===== src/accel_restart_pkg.sv =====
// constants, register map and carrier types of the sensor front-end control block
// assumes an apb master on the mcu bus clock; analog parts sit outside
package accel_restart_pkg;
  // register indices; byte address is four times the index
  localparam logic [15:0] IDX_SYSTEM_OPTIONS_TWO = 16'h1803;
  localparam logic [15:0] IDX_SYSTEM_TEST_STATUS = 16'h180F;
  localparam logic [15:0] IDX_ACCEL_CTRL_REG     = 16'h1810;
  localparam logic [15:0] IDX_ACCEL_TRIM_DATA    = 16'h1811;
  localparam logic [15:0] IDX_ACCEL_STATUS       = 16'h1812;
  // field positions
  localparam int RESTART_POWER_ENABLE_BIT = 7;
  localparam int RESTART_ARMED_STATUS_BIT = 0;
  localparam int CTRL_POWER_BIT           = 0;
  localparam int CTRL_CAPTURE_BIT         = 1;
  localparam int CTRL_AXIS_SELECT_BIT     = 2;
  localparam int CTRL_FILTER_BIT          = 3;
  localparam int CTRL_TRIM_READ_WRITE_BIT = 4;
  localparam int CTRL_TRIM_SEL_LSB        = 5;
  localparam int CTRL_TRIGGER_BIT         = 7;
  localparam int STATUS_PARITY_FAULT_BIT  = 0;
  localparam int TRIM_Z_INVERT_REG        = 3;
  localparam int TRIM_Z_INVERT_BIT        = 7;
  // converter channel wired to the internal reference
  localparam logic [4:0] CONV_CH_VREF = 5'h02;
  // reset values
  localparam logic [6:0] CTRL_RESET        = 7'h00;
  localparam logic [7:0] TRIM_RESET        = 8'h00;
  localparam logic       RESTART_EN_RESET  = 1'b0;
  localparam logic       ARMED_RESET       = 1'b1;

  // control lines toward the acceleration front-end
  typedef struct packed {
    logic power;
    logic capture;
    logic axis_z;
    logic filter_on;
    logic z_invert;
    logic force_min;
  } accel_analog_type;

  // internal reference steering
  typedef struct packed {
    logic powered;
    logic to_channel;
  } vref_ctrl_type;
endpackage


===== src/accel_restart.sv =====
// acceleration interface control, reference steering and temperature restart
// assumes apb on pclk, comparator levels asynchronous, converter status synchronous
//
// Operation
// - reference on channel two, powered while converting
// - control bits power element and capture output
// - trim registers hold while powered, rewritable
// - parity of trim bits checked continuously
// - even parity forces output to minimum
// - single chain, one axis per conversion
// - axis select: set is z, clear x
// - trim bit inverts z-axis polarity
// - optional two-pole low-pass filter control
// - falling below restart threshold resets mcu
// - reset only after arming above rearm
// - armed status at bit 0, reset sets
// - armed allows restart; clear forbids stop
// - enable bit 7 powers module, reset clears
//
// Our own choice: the APB slave port.
`timescale 1ns/1ps
module accel_restart #(
  parameter int TRIM_COUNT = 4
) (
  // clock and reset
  input  wire logic                                pclk,
  input  wire logic                                presetn,
  // apb slave
  input  wire logic                                psel,
  input  wire logic                                penable,
  input  wire logic                                pwrite,
  input  wire logic [15:0]                         paddr,
  input  wire logic [31:0]                         pwdata,
  output logic                                     pready,
  output logic [31:0]                              prdata,
  output logic                                     pslverr,
  // converter status
  input  wire logic                                conv_busy,
  input  wire logic [4:0]                          conv_channel,
  output logic                                     conv_trigger,
  output accel_restart_pkg::vref_ctrl_type         vref_ctrl,
  // acceleration front-end
  output accel_restart_pkg::accel_analog_type      accel_analog,
  output logic [TRIM_COUNT-1:0][7:0]               accel_trim,
  // temperature restart comparators and results
  input  wire logic                                temp_above_rearm,
  input  wire logic                                temp_below_reset,
  output logic                                     restart_power,
  output logic                                     restart_req,
  output logic                                     stop_permit
);

  // trim select is two bits wide, so exactly four trim registers can be served
  if (TRIM_COUNT != 4) begin : g_bad_trim_count
    $error("trim select is two bits wide, four trim registers needed");
  end

  ////////////////////////////////////////////////////////////////////////////
  typedef struct packed {
    logic [6:0]                       ctrl;
    logic [TRIM_COUNT-1:0][7:0]       trim;
    accel_restart_pkg::accel_analog_type accel;
    accel_restart_pkg::vref_ctrl_type vref;
    logic                             trigger;
    logic                             restart_en;
    logic                             armed;
    logic [1:0]                       rearm_sync;
    logic [1:0]                       reset_sync;
    logic                             restart_req;
    logic                             pready;
    logic                             pslverr;
    logic [31:0]                      prdata;
  } state_type;

  state_type s_r;
  state_type s_nxt;

  // word address decode, used by read and write paths
  function automatic logic hit(input logic [15:0] addr, input logic [15:0] idx);
    hit = (addr[1:0] == 2'b00) && (addr[15:2] == idx[13:0]);
  endfunction

  logic        setup;
  logic        wr_done;
  logic        mapped;
  logic [1:0]  trim_sel;
  logic        wr_trim;
  logic        wr_ctrl;
  logic        wr_opt;

  assign setup    = psel && !penable;
  assign wr_done  = psel && penable && s_r.pready && pwrite;
  assign mapped   = hit(paddr, accel_restart_pkg::IDX_SYSTEM_OPTIONS_TWO)
                 || hit(paddr, accel_restart_pkg::IDX_SYSTEM_TEST_STATUS)
                 || hit(paddr, accel_restart_pkg::IDX_ACCEL_CTRL_REG)
                 || hit(paddr, accel_restart_pkg::IDX_ACCEL_TRIM_DATA)
                 || hit(paddr, accel_restart_pkg::IDX_ACCEL_STATUS);
  assign trim_sel = s_r.ctrl[accel_restart_pkg::CTRL_TRIM_SEL_LSB +: 2];
  assign wr_ctrl  = wr_done && hit(paddr, accel_restart_pkg::IDX_ACCEL_CTRL_REG);
  assign wr_opt   = wr_done && hit(paddr, accel_restart_pkg::IDX_SYSTEM_OPTIONS_TWO);
  // trim writes only land when the direction bit says write
  assign wr_trim  = wr_done && hit(paddr, accel_restart_pkg::IDX_ACCEL_TRIM_DATA)
                 && s_r.ctrl[accel_restart_pkg::CTRL_TRIM_READ_WRITE_BIT];

  ////////////////////////////////////////////////////////////////////////////
  // next state of the whole block
  always_comb begin
    logic [7:0] rd;
    rd    = 8'h00;
    s_nxt = s_r;
    // zero wait state: ready rises in the access phase
    s_nxt.pready  = setup;
    s_nxt.pslverr = setup && !mapped;
    if (setup) begin
      if (hit(paddr, accel_restart_pkg::IDX_SYSTEM_OPTIONS_TWO)) begin
        rd[accel_restart_pkg::RESTART_POWER_ENABLE_BIT] = s_r.restart_en;
      end
      if (hit(paddr, accel_restart_pkg::IDX_SYSTEM_TEST_STATUS)) begin
        rd[accel_restart_pkg::RESTART_ARMED_STATUS_BIT] = s_r.armed;
      end
      if (hit(paddr, accel_restart_pkg::IDX_ACCEL_CTRL_REG)) begin
        rd = {1'b0, s_r.ctrl};
      end
      if (hit(paddr, accel_restart_pkg::IDX_ACCEL_TRIM_DATA)) begin
        rd = s_r.trim[trim_sel];
      end
      if (hit(paddr, accel_restart_pkg::IDX_ACCEL_STATUS)) begin
        rd[accel_restart_pkg::STATUS_PARITY_FAULT_BIT] = s_r.accel.force_min;
      end
      s_nxt.prdata = {24'h000000, rd};
    end
    // control register; trigger bit is a write-one pulse, never stored
    s_nxt.trigger = wr_ctrl && pwdata[accel_restart_pkg::CTRL_TRIGGER_BIT];
    if (wr_ctrl) begin
      s_nxt.ctrl = pwdata[6:0];
    end
    if (wr_opt) begin
      s_nxt.restart_en = pwdata[accel_restart_pkg::RESTART_POWER_ENABLE_BIT];
    end
    // trim storage lives on the interface supply: lost when unpowered
    if (!s_r.accel.power) begin
      s_nxt.trim = '0;
    end else if (wr_trim) begin
      s_nxt.trim[trim_sel] = pwdata[7:0];
    end
    // front-end steering; one axis bit means one chain
    s_nxt.accel.power     = s_r.ctrl[accel_restart_pkg::CTRL_POWER_BIT];
    s_nxt.accel.capture   = s_r.ctrl[accel_restart_pkg::CTRL_CAPTURE_BIT];
    s_nxt.accel.axis_z    = s_r.ctrl[accel_restart_pkg::CTRL_AXIS_SELECT_BIT];
    s_nxt.accel.filter_on = s_r.ctrl[accel_restart_pkg::CTRL_FILTER_BIT];
    s_nxt.accel.z_invert  = s_r.trim[accel_restart_pkg::TRIM_Z_INVERT_REG]
                                    [accel_restart_pkg::TRIM_Z_INVERT_BIT];
    // odd total parity is healthy; even parity pins the output low
    s_nxt.accel.force_min = ~(^s_r.trim);
    // reference powered through any conversion, steered to channel two
    s_nxt.vref.powered    = conv_busy;
    s_nxt.vref.to_channel = (conv_channel == accel_restart_pkg::CONV_CH_VREF);
    // two-stage synchronisers for the comparator levels
    s_nxt.rearm_sync = {s_r.rearm_sync[0], temp_above_rearm};
    s_nxt.reset_sync = {s_r.reset_sync[0], temp_below_reset};
    // restart hysteresis; arming wins if both comparators report at once
    s_nxt.restart_req = 1'b0;
    if (s_r.restart_en) begin
      if (s_r.reset_sync[1] && s_r.armed) begin
        s_nxt.restart_req = 1'b1;
        s_nxt.armed       = 1'b0;
      end
      if (s_r.rearm_sync[1]) begin
        s_nxt.armed = 1'b1;
      end
    end
  end

  ////////////////////////////////////////////////////////////////////////////
  // state register; any mcu reset sets armed and clears enable
  always_ff @(posedge pclk or negedge presetn) begin
    if (!presetn) begin
      s_r            <= '0;
      s_r.ctrl       <= accel_restart_pkg::CTRL_RESET;
      s_r.trim       <= {TRIM_COUNT{accel_restart_pkg::TRIM_RESET}};
      s_r.restart_en <= accel_restart_pkg::RESTART_EN_RESET;
      s_r.armed      <= accel_restart_pkg::ARMED_RESET;
      s_r.accel.force_min <= 1'b1;
    end else begin
      s_r <= s_nxt;
    end
  end

  // outputs straight from the state flops
  assign pready        = s_r.pready;
  assign prdata        = s_r.prdata;
  assign pslverr       = s_r.pslverr;
  assign conv_trigger  = s_r.trigger;
  assign vref_ctrl     = s_r.vref;
  assign accel_analog  = s_r.accel;
  assign accel_trim    = s_r.trim;
  assign restart_power = s_r.restart_en;
  assign restart_req   = s_r.restart_req;
  assign stop_permit   = s_r.armed;

  ////////////////////////////////////////////////////////////////////////////
  property p_vref_busy;
    @(posedge pclk) disable iff (!presetn)
    conv_busy |=> vref_ctrl.powered;
  endproperty
  a_vref_busy: assert property (p_vref_busy)
    else $error("reference unpowered during conversion");

  property p_power_ctrl;
    @(posedge pclk) disable iff (!presetn)
    wr_ctrl |=> ##1 (accel_analog.power == $past(pwdata[0], 2));
  endproperty
  a_power_ctrl: assert property (p_power_ctrl)
    else $error("front-end power does not follow control write");

  property p_trim_hold;
    @(posedge pclk) disable iff (!presetn)
    (accel_analog.power && !wr_trim) |=> $stable(accel_trim);
  endproperty
  a_trim_hold: assert property (p_trim_hold)
    else $error("trim changed without a trim write");

  property p_parity_force;
    @(posedge pclk) disable iff (!presetn)
    ##1 (accel_analog.force_min == !(^$past(accel_trim)));
  endproperty
  a_parity_force: assert property (p_parity_force)
    else $error("output force does not track even trim parity");

  property p_parity_fault_read;
    @(posedge pclk) disable iff (!presetn)
    (setup && hit(paddr, accel_restart_pkg::IDX_ACCEL_STATUS))
      |=> (prdata[0] == $past(accel_analog.force_min)) && (prdata[31:1] == 31'h0);
  endproperty
  a_parity_fault_read: assert property (p_parity_fault_read)
    else $error("parity fault status read wrong");

  property p_axis_sel;
    @(posedge pclk) disable iff (!presetn)
    wr_ctrl |=> ##1 (accel_analog.axis_z == $past(pwdata[2], 2));
  endproperty
  a_axis_sel: assert property (p_axis_sel)
    else $error("axis select not applied");

  property p_z_invert;
    @(posedge pclk) disable iff (!presetn)
    ##1 (accel_analog.z_invert == $past(accel_trim[3][7]));
  endproperty
  a_z_invert: assert property (p_z_invert)
    else $error("z polarity does not follow trim bit");

  property p_filter;
    @(posedge pclk) disable iff (!presetn)
    wr_ctrl |=> ##1 (accel_analog.filter_on == $past(pwdata[3], 2));
  endproperty
  a_filter: assert property (p_filter)
    else $error("filter control not applied");

  property p_restart_cause;
    @(posedge pclk) disable iff (!presetn)
    restart_req |-> $past(stop_permit) && !stop_permit && $past(restart_power)
                 && $past(temp_below_reset, 3);
  endproperty
  a_restart_cause: assert property (p_restart_cause)
    else $error("restart without arming or synchronised cause");

  property p_restart_fire;
    @(posedge pclk) disable iff (!presetn)
    (restart_power && stop_permit && s_r.reset_sync[1]) |=> restart_req;
  endproperty
  a_restart_fire: assert property (p_restart_fire)
    else $error("armed module missed a restart");

  property p_armed_read;
    @(posedge pclk) disable iff (!presetn)
    (setup && hit(paddr, accel_restart_pkg::IDX_SYSTEM_TEST_STATUS))
      |=> (prdata == {31'h0, $past(stop_permit)});
  endproperty
  a_armed_read: assert property (p_armed_read)
    else $error("armed status read wrong");

  property p_enable_write;
    @(posedge pclk) disable iff (!presetn)
    wr_opt |=> (restart_power == $past(pwdata[7]));
  endproperty
  a_enable_write: assert property (p_enable_write)
    else $error("restart enable not written");

  property p_vref_channel;
    @(posedge pclk) disable iff (!presetn)
    (conv_channel == accel_restart_pkg::CONV_CH_VREF) |=> vref_ctrl.to_channel;
  endproperty
  a_vref_channel: assert property (p_vref_channel)
    else $error("reference not steered to channel two");

  property p_disabled_hold;
    @(posedge pclk) disable iff (!presetn)
    !restart_power |=> !restart_req && $stable(stop_permit);
  endproperty
  a_disabled_hold: assert property (p_disabled_hold)
    else $error("unpowered restart module acted");

endmodule


===== config.mk =====
export PLATFORM = sky130hd
export DESIGN_NAME = accel_restart
export DESIGN_NICKNAME = d
export VERILOG_FILES = /design/src/accel_restart_pkg.sv /design/src/accel_restart.sv
export SDC_FILE = /design/constraint.sdc
export NUM_CORES = 1
export LEC_CHECK = 0
export BUFFER_PORTS_ARGS = -buffer_cell sky130_fd_sc_hd__buf_2
export CORE_ASPECT_RATIO = 0.8
export CORE_MARGIN = 2
export CORE_UTILIZATION = 40
export DETAILED_ROUTE_END_ITERATION = 10
export PLACE_DENSITY_LB_ADDON = 0.25
export SKIP_CTS_REPAIR_TIMING = 1
export SLEW_MARGIN = 10
export SYNTH_ARGS = -nofsm -noshare
export SYNTH_HDL_FRONTEND = slang
export SYNTH_SLANG_ARGS = --single-unit

===== constraint.sdc =====
create_clock -name pclk -period 3.51 [get_ports pclk]
set_input_delay 0.5265 -clock pclk [delete_from_list [all_inputs] [get_ports pclk]]
set_output_delay 0.5265 -clock pclk [all_outputs]
set_load 0.05 [all_outputs]

==> results by group <==
Power
  • Max VDD drop: between 200 and 250 uV
  • Logic pwr share: 0.073
  • P_sw: 436.4 uW
  • P_leak: 2.234 nW
  • Cell area power density: between 400 and 500 nW/um2
  • Sequential share of power: 0.400
  • Clock Power Share: 0.527
  • Switching share of total power: 0.2299
  • Internal power: 1.462 mW

Setup path
  • Critical path class: input port to register
  • Critical path launch point type: input port
  • Slowest cell on the critical path: or4b_4
  • Critical Path RT: 3.72 ns
  • Worst-path cell chain: buf_2 -> or4b_4 -> nor3b_4 -> nand4_4 -> mux2i_1 -> nor2b_1
  • Crit-path max cell delay: 0.57 ns
  • Crit path max fanout: 8
  • Critical path arrival: roughly 2.4 ns
  • CP Capture Type: register

Global routing
  • GRT overflow: 0
  • First-pass GRT wire length: 13080 um
  • Tot GR Track Use: 0.1639
  • Initial antenna violation count: 0
  • Pin count of the biggest net entering global routing: 42
  • Number of global-route vias before repair: between 2000 and 2500

Placement
  • DP Worst Slack: roughly 1.0 ns
  • HPWL after DPL: 5718 um
  • Buffers on Ports: 90
  • RD Place Congestion: between 0.7 and 0.8

STA
  • Slew @ Worst Pin: 0.7248 ns
  • Final Max Tran Viols: 0
  • RSZ-0062 raised after global routing: no
  • Final worst setup slack: 1.357 ns
  • Clk_skew: 0.007381 ns
  • Relative slew slack: 0.5168
  • Final hold vios: 0
  • Fmax: 464.4 MHz
  • Fin crit share: 0.6135
  • Final setup TNS: 0 ns
  • Endpoints failing setup: 0
  • Final Critical Period: 2.153 ns

Yosys
  • Top_reg_cell synth: dfrtp_1
  • Mapped Area: 3784 um2
  • Top cells by area, synth: dfrtp_1, buf_4, mux2i_1
  • Synth cell types: 42
  • Area leader, netlist: dfrtp_1
  • Yosys warns: 0
  • Syn_area_per_cell: between 10 and 15 um2
  • Top cell type's share of synthesized area: 0.4167
  • Cells after Synth: about 330
  • Post-synthesis register bit count: 65
  • Post-synth ARST share: 1.000
  • Sequential fraction of the synthesis area: 0.4306
  • Number of flops mapped to enable cells by yosys: 0

Drt
  • First DRT Iteration DRCs: 104
  • Vias per std cell: about 5
  • First-pass DRT Iterations: 5
  • Drt drc: 0
  • Vias: ~2400
  • Routed Wire Length: roughly 8100 um
  • Antenna Nets Post-Route: 0
  • Wire per inst: 16.37 um

Layout
  • ANT cells: 0
  • Nets: between 400 and 500
  • Layout cells sized above 1: 0.3500
  • Layout Area Growth over Synthesis: 11.77%

Min path
  • Worst hold path class: input port to asynchronous set/reset pin

Die
  • Core ar.: 9115 um2
  • DIE AREA: 10260 um2
  • Die Y: 90.99 um
  • Row count: 31
  • Initial Utilization: 0.4151
  • Die width: 112.7 um
  • I/O pin count: 139

Flow run
  • MaxCap Viol Count: 0

Clock network
  • Clock slew at reported path FFs: roughly 0.05 ns
  • H-tree lvl count: 3
  • Num CTS Buffers: 9
  • Clock latency on the worst-skew pair: roughly 0.33 ns
  • CTS Sinks: 65
  • Max clock buf depth: 2
  • Root Driver: clkbuf_16
  • CTS tree: yes

Status
  • Outcome: finished clean
final timing paths:
kind,cells after the start,slack [ns],end,start
min reg2reg,0,0.34,s_r[38],s_nxt[38]
max reg2reg,3,1.60,prdata[5],s_r[87]
min in group pclk,1,0.30,vref_ctrl[1],conv_busy
min,1,0.19,accel_analog[2],presetn
max in group asynchronous,2,2.35,accel_analog[0],presetn
max,6,1.36,accel_trim[7],paddr[7]
cells in the final DEF, fill, tap and decap left out, drive strengths merged, types with 2 or more instances in the layout:
master  Yosys  routed
or3         2       2
nor2b      35      35
buf        77      92
and3        2       2
bufinv      0       2
dfrtp      63      63
conb        1      24
mux2        8       8
nand2      10      10
nor2        6       6
and4        2       2
mux4        8       8
o21ai       7       7
clkinv      0       2
nor4        2       2
a21oi       3       3
nand3       3       3
a22oi       7       7
nor3        3       3
xor2        5       5
clkbuf      6      12
dfstp       2       2
mux2i      32      32
xnor2      27      27
inv         2       2
nand2b      2       2
nand4       5       5
registers in the layout, indices dropped and copies added (netlist names), 2 cells and up:
register / cells
s_r: 5
s_nxt: 6
prdata: 8
vref_ctrl: 2
accel_trim: 32
accel_analog: 6
metrics by stage:
stage	hold slack [ns]	area [um2]	std cells	util	power (mW)
after floorplan	0.2309	3870	355	-	0.8856
after global placement	0.3360	3889	479	0.4266	0.9115
after detailed placement	0.3372	3889	479	0.4266	0.9125
after CTS	0.2071	4229	495	0.4640	1.920
after global routing	0.2264	4229	495	0.4640	1.961
final	0.1908	4229	495	0.4640	1.899
Yosys cell counts (all sizes together), types with 2 or more instances:
cell type	n
mux4	8
and3	2
a21oi	3
nor2	6
xnor2	27
nor4	2
buf	77
or3	2
nor2b	35
nand2	10
nor3	3
mux2i	32
nand4	5
nand3	3
nand2b	2
dfrtp	63
mux2	8
dfstp	2
clkbuf	6
o21ai	7
xor2	5
inv	2
and4	2
a22oi	7
metal layers:
layer,part of all wire,track usage
met1,0.48,0.2346
met2,0.43,0.2400
met3,0.079,0.05073
met4,0.012,0.04573
met5,0,0
power by group through the flow:
| stage | logic (mW) | clock network, mW | registers [mW] |
|---|---|---|---|
| after CTS | 0.140 | 1.02 | 0.760 |
| after floorplan | 0.109 | 0 | 0.777 |
| final | 0.139 | 1.00 | 0.760 |
| after detailed placement | 0.140 | 0 | 0.773 |
| after global placement | 0.139 | 0 | 0.773 |
| after global routing | 0.149 | 1.05 | 0.760 |
cell families (layout without fill, tap and decap cells):
logic type / after synthesis / after routing / synth area share
other cells: 1 / 24 / 0.0009911
mux: 48 / 48 / 0.1561
simple gates: 80 / 80 / 0.1445
flops: 65 / 65 / 0.4306
compound gates: 21 / 21 / 0.03571
buf+inv: 85 / 110 / 0.1581
xor+xnor: 32 / 32 / 0.07407
layout make-up:
class / count / area, um2
Timing Repair Buffer: 92 / 465.4
Fill cell: 870 / 4886
Inverter: 2 / 7.507
Multi-Input combinational cell: 205 / 1643
Clock buffer: 12 / 266.5
Clock inverter: 4 / 73.82
Sequential cell: 65 / 1629
Tap cell: 115 / 143.9
worst max-delay path: cells and delay by family:
kind	cells	cell delay [ns]
and+or+nand+nor	4	1.48
muxes	1	0.25
buffers and inverters	1	0.11
No activity file was read; power rests on OpenSTA's default activity.
